File: src/logic/micro_skip_defs.svh
// Constants of the microinstruction skip sequencer: offsets, fields, resets.
//
// Overview of operation
// - Skipped instruction still issues, forced to no-op.
// - Address-select code skips if either select set.
// - Carry code skips on ALU carry-out.
// - Counter-full code tests low four bits only.
// - Incrementing counter-full tests, then increments counter.
// - Phase end jumps through mapper after one instruction.
// - Phase end clears the subroutine flip-flop unless a call shares its cycle.
// - Phase end acts even when its instruction nullified.
// - Flag code skips when CPU flag set.
// - Non-low-address code skips if T-bus 1..14 nonzero.
// - Sign code skips when ALU bit 15 set.
// - Uninverted protect-ok skips only with both selects clear.
// - Odd code skips when ALU bit 0 set.
// - Overflow code skips when overflow flip-flop set.
// - Repeat reissues next instruction until its skip.
// - Zero code skips when whole T-bus zero.
// - Uninverted unconditional code nullifies next instruction unless it ends a repeat.
// - Memory write suppressed while either select set.
// - Memory write starts only on true skip.
// - Memory read sets select flip-flop for register addresses.
// - Entering execute phase 3 increments program counter once.
// - Invert special code complements the skip sense.
// - Subroutine call sets the subroutine flip-flop.
`ifndef MICRO_SKIP_DEFS_SVH
`define MICRO_SKIP_DEFS_SVH

// ==================================================
// Datapath widths
`define TBUS_W          16
`define CTR_W           5
`define CTR_FULL_LOW    4'hF

// ==================================================
// Register bus
`define AXI_AW          4
`define OFF_CTRL        4'h0
`define OFF_STATUS      4'h4
`define RESP_OKAY       2'h0
`define RESP_SLVERR     2'h2
`define CTRL_PROT_EN    0
`define CTRL_RESET      1'h0

// ==================================================
// Status word fields
`define ST_CTR_LSB      0
`define ST_A_SEL        5
`define ST_B_SEL        6
`define ST_SUB          7
`define ST_PHASE_LSB    8
`define ST_REPEAT       10
`define ST_NULLIFY      11

`endif

File: src/logic/micro_skip_pkg.sv
// Types shared by the microinstruction skip sequencer.
`default_nettype none
`include "micro_skip_defs.svh"
package micro_skip_pkg;

  // Skip field codes.
  typedef enum logic [3:0] {
    SK_NOP, SK_ADDR_SELECT, SK_CARRY, SK_CTR_FULL, SK_CTR_FULL_INCR,
    SK_CTR_INCR, SK_PHASE_END, SK_FLAG, SK_NONLOW, SK_SIGN, SK_PROT_OK,
    SK_ODD, SK_OVF, SK_REPEAT, SK_ZERO, SK_ALWAYS
  } skip_code_t;

  // Special field codes that touch this block.
  typedef enum logic [2:0] {
    SP_NOP, SP_INVERT, SP_MEM_WRITE, SP_MEM_READ, SP_ADDR_SET, SP_CTR_LOAD
  } special_t;

  // Machine phases; PH_EXEC is phase 3.
  typedef enum logic [1:0] {PH_FETCH, PH_INDIRECT, PH_EXEC, PH_EXEC4} phase_t;

  // Decoded microinstruction as issued from control store.
  typedef struct packed {
    skip_code_t skip;
    special_t   spec;
    logic       sub_call;
    logic       sub_return;
    phase_t     next_phase;
    logic [3:0] ctr_load;
  } micro_instr_t;

  // ALU and T-bus state of the current cycle.
  typedef struct packed {
    logic                carry;
    logic                msb;
    logic                lsb;
    logic [`TBUS_W-1:0]  t_bus;
  } alu_status_t;

  // Processor flip-flops sampled by the skip tests.
  typedef struct packed {
    logic cpu_flag;
    logic overflow;
    logic prot_viol;
  } cpu_state_t;

endpackage
`default_nettype wire

File: src/logic/micro_skip_sequencer.sv
// Skip, repeat, phase-end and memory-cycle gating of the micro sequencer.
//
// Chosen here: the register offsets and register access over AXI4-Lite.
`timescale 1ns/100ps
`default_nettype none
`include "micro_skip_defs.svh"
module micro_skip_sequencer (
  // Clock and reset
  input  wire logic                        sys_clk_i,
  input  wire logic                        rst_i,
  // Microinstruction stream, one per machine cycle
  input  wire logic                        mi_valid_i,
  input  wire micro_skip_pkg::micro_instr_t mi_i,
  input  wire micro_skip_pkg::alu_status_t alu_i,
  input  wire micro_skip_pkg::cpu_state_t  cpu_i,
  // Sequencer controls
  output logic                             nullify_o,
  output logic                             repeat_o,
  output logic                             map_jump_o,
  output logic                             inc_pc_o,
  output logic                             sub_ff_o,
  output micro_skip_pkg::phase_t           phase_o,
  output logic [`CTR_W-1:0]                counter_o,
  // Register select and memory control
  output logic                             a_select_o,
  output logic                             b_select_o,
  output logic                             mem_write_start_o,
  output logic                             mem_read_start_o,
  // AXI4-Lite slave
  input  wire logic [`AXI_AW-1:0]          s_axi_awaddr_i,
  input  wire logic                        s_axi_awvalid_i,
  output logic                             s_axi_awready_o,
  input  wire logic [31:0]                 s_axi_wdata_i,
  input  wire logic [3:0]                  s_axi_wstrb_i,
  input  wire logic                        s_axi_wvalid_i,
  output logic                             s_axi_wready_o,
  output logic [1:0]                       s_axi_bresp_o,
  output logic                             s_axi_bvalid_o,
  input  wire logic                        s_axi_bready_i,
  input  wire logic [`AXI_AW-1:0]          s_axi_araddr_i,
  input  wire logic                        s_axi_arvalid_i,
  output logic                             s_axi_arready_o,
  output logic [31:0]                      s_axi_rdata_o,
  output logic [1:0]                       s_axi_rresp_o,
  output logic                             s_axi_rvalid_o,
  input  wire logic                        s_axi_rready_i
);
  import micro_skip_pkg::*;

  // ==================================================
  // State
  logic               null_r;
  logic               rpt_r;
  logic               eop_pend_r;
  phase_t             nph_r;
  phase_t             phase_r;
  logic               jump_r;
  logic               inc_pc_r;
  logic               sub_r;
  logic [`CTR_W-1:0]  ctr_r;
  logic               a_sel_r;
  logic               b_sel_r;
  logic               wr_start_r;
  logic               rd_start_r;
  logic               ctrl_r;
  logic               eff;
  logic               sel_any;
  logic               nonlow;
  logic               cond;
  logic               is_test;
  logic               skip_set;
  logic               eop_hit;
  logic [1:0]         sel_nxt;

  // Returns {b, a}: a register location only when the high bits are zero.
  function automatic logic [1:0] sel_decode(input logic hi_zero, input logic low);
    sel_decode = hi_zero ? (low ? 2'h2 : 2'h1) : 2'h0;
  endfunction

  // Register index of an address: 0 control, 1 status, 2 unmapped.
  function automatic logic [1:0] reg_index(input logic [`AXI_AW-1:0] addr);
    if (addr == `OFF_CTRL) begin
      reg_index = 2'h0;
    end else if (addr == `OFF_STATUS) begin
      reg_index = 2'h1;
    end else begin
      reg_index = 2'h2;
    end
  endfunction

  // ==================================================
  // Skip condition evaluation
  // A nullified instruction still arrives; of its fields only a phase-end skip code acts.
  assign eff     = mi_valid_i & ~null_r;
  assign sel_any = a_sel_r | b_sel_r;
  assign nonlow  = |alu_i.t_bus[`TBUS_W-2:1];
  assign eop_hit = mi_valid_i & (mi_i.skip == SK_PHASE_END);

  // Raw condition per skip code; codes that only act set no test.
  always_comb begin
    cond    = 1'b0;
    is_test = 1'b1;
    unique case (mi_i.skip)
      SK_ADDR_SELECT:   cond = sel_any;
      SK_CARRY:         cond = alu_i.carry;
      SK_CTR_FULL:      cond = (ctr_r[3:0] == `CTR_FULL_LOW);
      SK_CTR_FULL_INCR: cond = (ctr_r[3:0] == `CTR_FULL_LOW);
      SK_FLAG:          cond = cpu_i.cpu_flag;
      SK_NONLOW:        cond = nonlow;
      SK_SIGN:          cond = alu_i.msb;
      SK_PROT_OK:       cond = ~sel_any & (~ctrl_r | ~cpu_i.prot_viol);
      SK_ODD:           cond = alu_i.lsb;
      SK_OVF:           cond = cpu_i.overflow;
      SK_ZERO:          cond = ~|alu_i.t_bus;
      SK_ALWAYS:        cond = 1'b1;
      SK_NOP, SK_CTR_INCR, SK_PHASE_END, SK_REPEAT: is_test = 1'b0;
    endcase
  end

  // The invert code flips whatever test the same instruction carries.
  assign skip_set = eff & is_test & (cond ^ (mi_i.spec == SP_INVERT));

  // ==================================================
  // Nullify and repeat
  // The decision is registered so the next issued instruction is the one
  // forced to a no-op; a skip that ends a repeat loop nullifies nothing.
  always_ff @(posedge sys_clk_i or posedge rst_i) begin
    if (rst_i) begin
      null_r <= 1'b0;
    end else if (mi_valid_i) begin
      null_r <= skip_set & ~rpt_r;
    end
  end

  // Repeat holds while the repeated instruction's own test stays false.
  always_ff @(posedge sys_clk_i or posedge rst_i) begin
    if (rst_i) begin
      rpt_r <= 1'b0;
    end else if (mi_valid_i) begin
      if (rpt_r) begin
        rpt_r <= ~skip_set;
      end else begin
        rpt_r <= eff & (mi_i.skip == SK_REPEAT);
      end
    end
  end

  // ==================================================
  // Phase end and mapper jump
  // The jump waits one instruction, so the line after the phase end runs.
  always_ff @(posedge sys_clk_i or posedge rst_i) begin
    if (rst_i) begin
      eop_pend_r <= 1'b0;
      nph_r      <= PH_FETCH;
      jump_r     <= 1'b0;
      phase_r    <= PH_FETCH;
    end else begin
      jump_r <= 1'b0;
      if (mi_valid_i) begin
        eop_pend_r <= eop_hit;
        if (eop_hit) begin
          nph_r <= mi_i.next_phase;
        end
        if (eop_pend_r) begin
          jump_r  <= 1'b1;
          phase_r <= nph_r;
        end
      end
    end
  end

  // Program counter step fires once, on the cycle phase 3 is entered.
  always_ff @(posedge sys_clk_i or posedge rst_i) begin
    if (rst_i) begin
      inc_pc_r <= 1'b0;
    end else begin
      inc_pc_r <= mi_valid_i & eop_pend_r & (nph_r == PH_EXEC) & (phase_r != PH_EXEC);
    end
  end

  // ==================================================
  // Subroutine flip-flop
  // A call in the same cycle as a clear wins, so the return stays locked.
  always_ff @(posedge sys_clk_i or posedge rst_i) begin
    if (rst_i) begin
      sub_r <= 1'b0;
    end else if (eff & mi_i.sub_call) begin
      sub_r <= 1'b1;
    end else if (eop_hit | (eff & mi_i.sub_return)) begin
      sub_r <= 1'b0;
    end
  end

  // ==================================================
  // Loop counter
  // Bit 4 only records wrap of the low nibble; tests ignore it.
  always_ff @(posedge sys_clk_i or posedge rst_i) begin
    if (rst_i) begin
      ctr_r <= '0;
    end else if (eff & (mi_i.spec == SP_CTR_LOAD)) begin
      ctr_r <= {1'b0, mi_i.ctr_load};
    end else if (eff & ((mi_i.skip == SK_CTR_FULL_INCR) | (mi_i.skip == SK_CTR_INCR))) begin
      ctr_r <= ctr_r + `CTR_W'(1);
    end
  end

  // ==================================================
  // Register select flip-flops
  // Memory read tests the address; the set code tests ALU bit 0 instead.
  always_comb begin
    sel_nxt = {b_sel_r, a_sel_r};
    if (eff & (mi_i.spec == SP_MEM_READ)) begin
      sel_nxt = sel_decode(~nonlow & ~alu_i.t_bus[`TBUS_W-1], alu_i.t_bus[0]);
    end else if (eff & (mi_i.spec == SP_ADDR_SET)) begin
      sel_nxt = sel_decode(~nonlow, alu_i.lsb);
    end
  end

  always_ff @(posedge sys_clk_i or posedge rst_i) begin
    if (rst_i) begin
      a_sel_r <= 1'b0;
      b_sel_r <= 1'b0;
    end else begin
      a_sel_r <= sel_nxt[0];
      b_sel_r <= sel_nxt[1];
    end
  end

  // ==================================================
  // Memory cycle requests
  // A write into location 0 or 1 lands in A or B, never in core.
  always_ff @(posedge sys_clk_i or posedge rst_i) begin
    if (rst_i) begin
      wr_start_r <= 1'b0;
      rd_start_r <= 1'b0;
    end else begin
      wr_start_r <= eff & (mi_i.spec == SP_MEM_WRITE) & skip_set & ~sel_any;
      rd_start_r <= eff & (mi_i.spec == SP_MEM_READ);
    end
  end

  // ==================================================
  // AXI4-Lite slave
  logic               awready_r;
  logic               wready_r;
  logic               bvalid_r;
  logic [1:0]         bresp_r;
  logic [`AXI_AW-1:0] waddr_r;
  logic [31:0]        wdata_r;
  logic               wstrb0_r;
  logic               arready_r;
  logic               rvalid_r;
  logic [1:0]         rresp_r;
  logic [31:0]        rdata_r;
  logic               do_write;
  logic [31:0]        status;

  assign do_write = ~awready_r & ~wready_r & ~bvalid_r;

  // Live state word for software.
  always_comb begin
    status                                 = '0;
    status[`ST_CTR_LSB +: `CTR_W]          = ctr_r;
    status[`ST_A_SEL]                      = a_sel_r;
    status[`ST_B_SEL]                      = b_sel_r;
    status[`ST_SUB]                        = sub_r;
    status[`ST_PHASE_LSB +: 2]             = phase_r;
    status[`ST_REPEAT]                     = rpt_r;
    status[`ST_NULLIFY]                    = null_r;
  end

  // Address and data are taken in either order and held until the answer.
  always_ff @(posedge sys_clk_i or posedge rst_i) begin
    if (rst_i) begin
      awready_r <= 1'b1;
      wready_r  <= 1'b1;
      bvalid_r  <= 1'b0;
      bresp_r   <= `RESP_OKAY;
      waddr_r   <= '0;
      wdata_r   <= '0;
      wstrb0_r  <= 1'b0;
    end else begin
      if (s_axi_awvalid_i & awready_r) begin
        awready_r <= 1'b0;
        waddr_r   <= s_axi_awaddr_i;
      end
      if (s_axi_wvalid_i & wready_r) begin
        wready_r <= 1'b0;
        wdata_r  <= s_axi_wdata_i;
        wstrb0_r <= s_axi_wstrb_i[0];
      end
      if (do_write) begin
        bvalid_r <= 1'b1;
        bresp_r  <= (reg_index(waddr_r) == 2'h2) ? `RESP_SLVERR : `RESP_OKAY;
      end
      if (bvalid_r & s_axi_bready_i) begin
        bvalid_r  <= 1'b0;
        awready_r <= 1'b1;
        wready_r  <= 1'b1;
      end
    end
  end

  // Control word: protect enable steers the protect-ok test.
  always_ff @(posedge sys_clk_i or posedge rst_i) begin
    if (rst_i) begin
      ctrl_r <= `CTRL_RESET;
    end else if (do_write & wstrb0_r & (reg_index(waddr_r) == 2'h0)) begin
      ctrl_r <= wdata_r[`CTRL_PROT_EN];
    end
  end

  // Reads answer one cycle after the address is taken.
  always_ff @(posedge sys_clk_i or posedge rst_i) begin
    if (rst_i) begin
      arready_r <= 1'b1;
      rvalid_r  <= 1'b0;
      rresp_r   <= `RESP_OKAY;
      rdata_r   <= '0;
    end else if (s_axi_arvalid_i & arready_r) begin
      arready_r <= 1'b0;
      rvalid_r  <= 1'b1;
      rresp_r   <= `RESP_OKAY;
      unique case (reg_index(s_axi_araddr_i))
        2'h0:    rdata_r <= {31'h0, ctrl_r};
        2'h1:    rdata_r <= status;
        default: begin
          rdata_r <= '0;
          rresp_r <= `RESP_SLVERR;
        end
      endcase
    end else if (rvalid_r & s_axi_rready_i) begin
      rvalid_r  <= 1'b0;
      arready_r <= 1'b1;
    end
  end

  // ==================================================
  // Output drive
  assign nullify_o         = null_r;
  assign repeat_o          = rpt_r;
  assign map_jump_o        = jump_r;
  assign inc_pc_o          = inc_pc_r;
  assign sub_ff_o          = sub_r;
  assign phase_o           = phase_r;
  assign counter_o         = ctr_r;
  assign a_select_o        = a_sel_r;
  assign b_select_o        = b_sel_r;
  assign mem_write_start_o = wr_start_r;
  assign mem_read_start_o  = rd_start_r;
  assign s_axi_awready_o   = awready_r;
  assign s_axi_wready_o    = wready_r;
  assign s_axi_bvalid_o    = bvalid_r;
  assign s_axi_bresp_o     = bresp_r;
  assign s_axi_arready_o   = arready_r;
  assign s_axi_rvalid_o    = rvalid_r;
  assign s_axi_rresp_o     = rresp_r;
  assign s_axi_rdata_o     = rdata_r;
endmodule // micro_skip_sequencer
`default_nettype wire

File: config.mk
export PLATFORM = sky130hd
export DESIGN_NAME = micro_skip_sequencer
export DESIGN_NICKNAME = d
export VERILOG_FILES = /design/src/logic/micro_skip_pkg.sv /design/src/logic/micro_skip_sequencer.sv
export VERILOG_INCLUDE_DIRS = /design/src /design/src/logic
export SDC_FILE = /design/constraint.sdc
export NUM_CORES = 1
export LEC_CHECK = 0
export BUFFER_PORTS_ARGS = -buffer_cell sky130_fd_sc_hd__buf_2
export CORE_MARGIN = 3
export CORE_UTILIZATION = 42
export CTS_CLUSTER_SIZE = 20
export DETAILED_ROUTE_END_ITERATION = 10
export MAX_ROUTING_LAYER = met4
export PLACE_DENSITY = 0.8
export SLEW_MARGIN = 5
export SYNTH_ARGS = -nofsm -noshare
export SYNTH_HDL_FRONTEND = slang
export SYNTH_SLANG_ARGS = --single-unit
File: constraint.sdc
create_clock -name sys_clk_i -period 2 [get_ports sys_clk_i]
set_input_delay 0.5 -clock sys_clk_i [delete_from_list [all_inputs] [get_ports sys_clk_i]]
set_output_delay 0.5 -clock sys_clk_i [all_outputs]
set_load 0.05 [all_outputs]
Word level (Yosys, flattened, before mapping). Index checks and enable logic that the tools add are counted.

Logic and storage cells: 152. Bits of input ports: 89. Output and inout port bits: 57. Flip-flop bits (word level): 67.

Mux-type cells: 34. Equal/unequal tests: 27. Reduce and logical (&&, ||, !) cells: 20. Bitwise logic cells: 45. $add $sub $neg: 1.

Operators by type and width (number): equality test 4 bit, second input constant (9); bitwise AND 1 bit (29); 2-to-1 mux 2 bit (14); equality test 4 x 3 -> 1 bit, second input constant (6); case mux 12 bit (2 select lines) (1); 2-to-1 mux 1 bit (16); OR reduction 16 bit (1); nonzero test 2 bit (7); OR reduction 14 bit (1); zero test 4 bit (3); NOT 1 bit (11); case mux 1 bit (11 select lines) (1); 2-to-1 mux 5 bit (2); equality test 4 x 2 -> 1 bit, second input constant (2); equality test 3 x 2 -> 1 bit, second input constant (2); equality test 3 bit, second input constant (2); adder 5 x 1 -> 5 bit, second input constant (1); equality test 2 bit, second input constant (2); equality test 4 x 1 -> 1 bit, second input constant (1); zero test 2 bit (2); bitwise OR 1 bit (4); AND reduction 2 bit (2); OR reduction 2 bit (2); OR reduction 4 bit (1); other kinds (5) (5).

Logic depth before layout (Yosys ltp).
Depth after elaboration: 8. Gate-level depth with buffers: 6. Mapped depth without buffers: 5.

Worst setup path after synthesis. No wires, ideal clock.

Path kind: register -> register. From: register b_sel_r (netlist: b_select_o). To: register null_r (netlist: nullify_o). Cell stages (with the launch flop): 6. Arrival: 1.962 ns. Path slack: -0.083 ns. Cell sequence: dfrtp_1 -> or3_1 -> a31oi_1 -> a311oi_1 -> or4_4 -> a41o_1.

Longest elaborated chain between the ends: 7.

Ends and longest elaborated chain: start, declared (line micro_skip_sequencer.sv:62) `logic b_sel_r;`; start signal, assigned (line micro_skip_sequencer.sv:225) `b_sel_r <= sel_nxt[1];`; bitwise OR 1 bit * (line micro_skip_sequencer.sv:95) `assign sel_any = a_sel_r | b_sel_r;`; NOT 1 bit (line micro_skip_sequencer.sv:111) `SK_PROT_OK: cond = ~sel_any & (~ctrl_r | ~cpu_i.prot_viol);`; bitwise AND 1 bit (line micro_skip_sequencer.sv:111); case mux 1 bit (11 select lines) * (line micro_skip_sequencer.sv:103) `unique case (mi_i.skip)`; XOR 1 bit * (line micro_skip_sequencer.sv:121) `assign skip_set = eff & is_test & (cond ^ (mi_i.spec == SP_INVERT));`; bitwise AND 1 bit * (line micro_skip_sequencer.sv:121); bitwise AND 1 bit * (line micro_skip_sequencer.sv:131) `null_r <= skip_set & ~rpt_r;`; end signal, assigned (line micro_skip_sequencer.sv:131); end, declared (line micro_skip_sequencer.sv:52) `logic null_r;`.

Every way passes the cells marked *; elsewhere a longest branch is shown, timed or not. A chain may end at the register's enable or synchronous reset.

Final worst setup path. Ends and elaborated chain as after synthesis.

==> results by group <==
Critical path
  – Worst Path Max Fanout: 2
  – Max stage delay on crit path: 0.53 ns
  – Startpoint types: flop
  – Worst r2r src: b_select_o$_DFFE_PP0P_
  – Worst Path Arrival: 2.14 ns
  – Worst setup EP type: flop
  – CP Cell Sequence: or3_1 > a31oi_2 > a311oi_2 > or4_4 > a41o_1
  – Crit path launch: b_select_o$_DFFE_PP0P_
  – Critical-path top delay cell: or4_4
  – Worst EP required: 2.18 ns
  – Crit Path Class: flop to flop

CTS
  – Clk Tree Root Cell: clkbuf_8
  – H-tree level count: 2
  – Post-CTS Setup Inserts: 0
  – Worst-Skew Late Latency: 0.29 ns
  – Clock transition at the registers of the reported paths: 0.09 ns
  – Sink Count: 45
  – CTS tree: built
  – CTS Buf Count: 5
  – Clk buf depth: 2

Floorplanning
  – Cell Rows: 26
  – DIE HEIGHT: 79.5 um
  – Initial cell density of the core: 0.439
  – # IOs: 146
  – Core ar.: 5170 um2
  – Die X: 79.5 um
  – Die footprint: 6320 um2

Synthesis
  – Cell count after synthesis: 215
  – Register area share after synthesis: 0.498
  – Warnings from Yosys: 0
  – Post-synth EDFFs: 0
  – Async SR Flop Fraction: 1.00
  – Yosys reg bits: 45
  – Cell Area, Synth: 2270 um2
  – Syn_area_per_cell: 10.6 um2
  – Post-synth top flop: dfrtp_1
  – Synth unique cells: 49
  – Top cells by area, synth: dfrtp_1 46%, buf_4 7.3%, mux2_2 5.0%
  – Area leader, netlist: dfrtp_1
  – Post-synth top area share: 0.463

Worst hold path
  – HP Class: primary input to async pin

Power and ir drop
  – VDD IR max: 0.564 mV
  – Pwr Density: 1150 nW/um2
  – Clock power share: 0.203
  – Logic pwr share: 0.409
  – Cell Int Power: 1.96 mW
  – Switching part of the total: 0.420
  – Net switching power figure: 1.42 mW
  – Sequential share of power: 0.388
  – Lkg Pwr: 1.52 nW

Timing
  – Final worst path period share: 0.981
  – Final hold vios: 0
  – Hold WS: 0.204 ns
  – FMAX: 0.510 GHz
  – Min setup slack post-route: 0.0378 ns
  – Final Max Tran Viols: 0
  – Rel. slew slack: 0.640
  – Final setup fails: 0
  – Tmin final: 1.96 ns
  – Slew @ Worst Pin: 0.538 ns
  – Worst Clk Skew: 0.00761 ns

Placed design
  – DP Worst Slack: -0.0853 ns
  – Post-DP HPWL: 4160 um
  – IO buf count: 89
  – Placed Area: 2820 um2
  – Routability Congestion: 0.785
  – Placed cell count: 383

Routing
  – Post-DR vias/cell: 4.87
  – Wire per inst: 13.2 um
  – DR pass1 iterations: 6
  – DRT antenna net count: 0
  – # DRC: 0
  – Total wire length: 5160 um
  – Routed vias: 1905
  – Drt initial violations: 110

Global routing
  – Global-route wire length before repair: 8400 um
  – Largest net degree at the start of global routing: 27
  – GR Overflow Total: 0
  – Initial antenna violation count: 0
  – Vias in the first global route: 1833
  – Total GRT Usage: 0.171

Finish
  – Non-filler cells, final: 391
  – Finished Cell Area: 2950 um2
  – Area Overhead vs Synth: 30.1%
  – Share of cells above drive strength 1: 0.424
  – Fin util: 0.570
  – Most frequent cells in the layout: 89 x buf_2, 40 x dfrtp_1, 22 x conb_1
  – # fillers: 451
  – # diodes: 0
  – Commonest non-fill, non-tap cell in the layout: buf_2
  – Final #Nets: 410

Outcome
  – Run status: finished clean

Flow run
  – Maxcap violations: 0
worst max-delay path: cells and delay by family (launching register included):
| kind | cells | cell delay [ns] |
|---|---|---|
| and+or+nand+nor | 2 | 0.92 |
| DFF | 1 | 0.42 |
| AOI/OAI and AO/OA | 3 | 0.52 |
power by group through the flow:
stage / Combinational [mW] / Clock, mW / Sequential [mW]
2_1_floorplan: 0.514 / 0 / 1.84
3_5_place_dp: 1.39 / 0 / 1.34
4_1_cts: 1.40 / 0.695 / 1.32
6_report: 1.39 / 0.686 / 1.31
3_3_place_gp: 1.37 / 0 / 1.32
5_1_grt: 1.48 / 0.749 / 1.36
final timing paths:
path                                          endpoint  slack (ns)  cells after the start
setup / recovery                 nullify_o$_DFFE_PP0P_        0.04                      5
hold / removal                counter_o[2]$_DFFE_PP0P_        0.20                      2
setup reg to reg                 nullify_o$_DFFE_PP0P_        0.04                      5
hold reg to reg                     inc_pc_o$_DFF_PP0_        0.46                      1
max in group asynchronous  s_axi_arready_o$_DFFE_PP1P_        1.25                      3
min in group sys_clk_i      s_axi_wready_o$_DFFE_PP1P_        0.35                      2
state kept, by name (all words and copies together), names as in the netlist, 2 cells and up:
name and count:
counter_o 5, nph_r 2, waddr_r 4, s_axi_rdata_o 12, phase_o 2
synthesized netlist by cell type (all sizes together), types with 2 or more instances:
| master | number |
|---|---|
| buf | 26 |
| o31ai | 2 |
| nor4b | 2 |
| dfrtp | 42 |
| nand2b | 3 |
| mux2 | 13 |
| nor3 | 7 |
| o21ai | 8 |
| nor2b | 6 |
| nor2 | 12 |
| a41oi | 2 |
| nor4 | 5 |
| inv | 9 |
| nand3 | 4 |
| a21oi | 5 |
| a31oi | 3 |
| nand4 | 4 |
| xnor2 | 2 |
| clkbuf | 2 |
| a22o | 11 |
| nor3b | 2 |
| mux2i | 4 |
| xor2 | 2 |
| dfstp | 3 |
| nand2 | 18 |
per-stage QoR:
step | setup TNS [ns] | power [mW]
after CTS | 0 | 3.41
final | 0 | 3.39
after detailed placement | -0.110 | 2.73
after floorplan | 0 | 2.36
after global placement | -0.110 | 2.69
after global routing | -0.0112 | 3.59
kinds of logic after synthesis:
family          count (synthesis)  share of synthesized area
fa+ha+maj                       1                    0.00551
flops                          45                      0.498
mux                            17                     0.0822
simple gates                   70                      0.167
buf+inv                        37                     0.0998
compound gates                 40                      0.131
xor+xnor                        4                     0.0154
other cells                     1                    0.00165
per-layer routing:
| layer | global-route usage | wire length, um | part of all wire |
|---|---|---|---|
| met2 | 0.273 | 2570 | 0.50 |
| met4 | 0.0619 | 72 | 0.014 |
| met1 | 0.222 | 2220 | 0.43 |
| met3 | 0.0260 | 301 | 0.058 |
| met5 | - | 0 | 0 |
final cells by class:
type	count	area, um2	area share
clock inverters	3	46.3	0.0157
repair buffers	105	578	0.196
inverters	9	33.8	0.0115
flip-flops and latches	45	1130	0.384
clock buffers	5	68.8	0.0233
multi-input cells	154	1000	0.340
well taps	70	87.6	0.0297
timing repair:
action / CTS / global route
endpoints found under the setup margin: 0 / 1
hold buffers: 0 / 0
resized for setup: 0 / 2
Note: power is estimated with default switching activity, not from simulation.
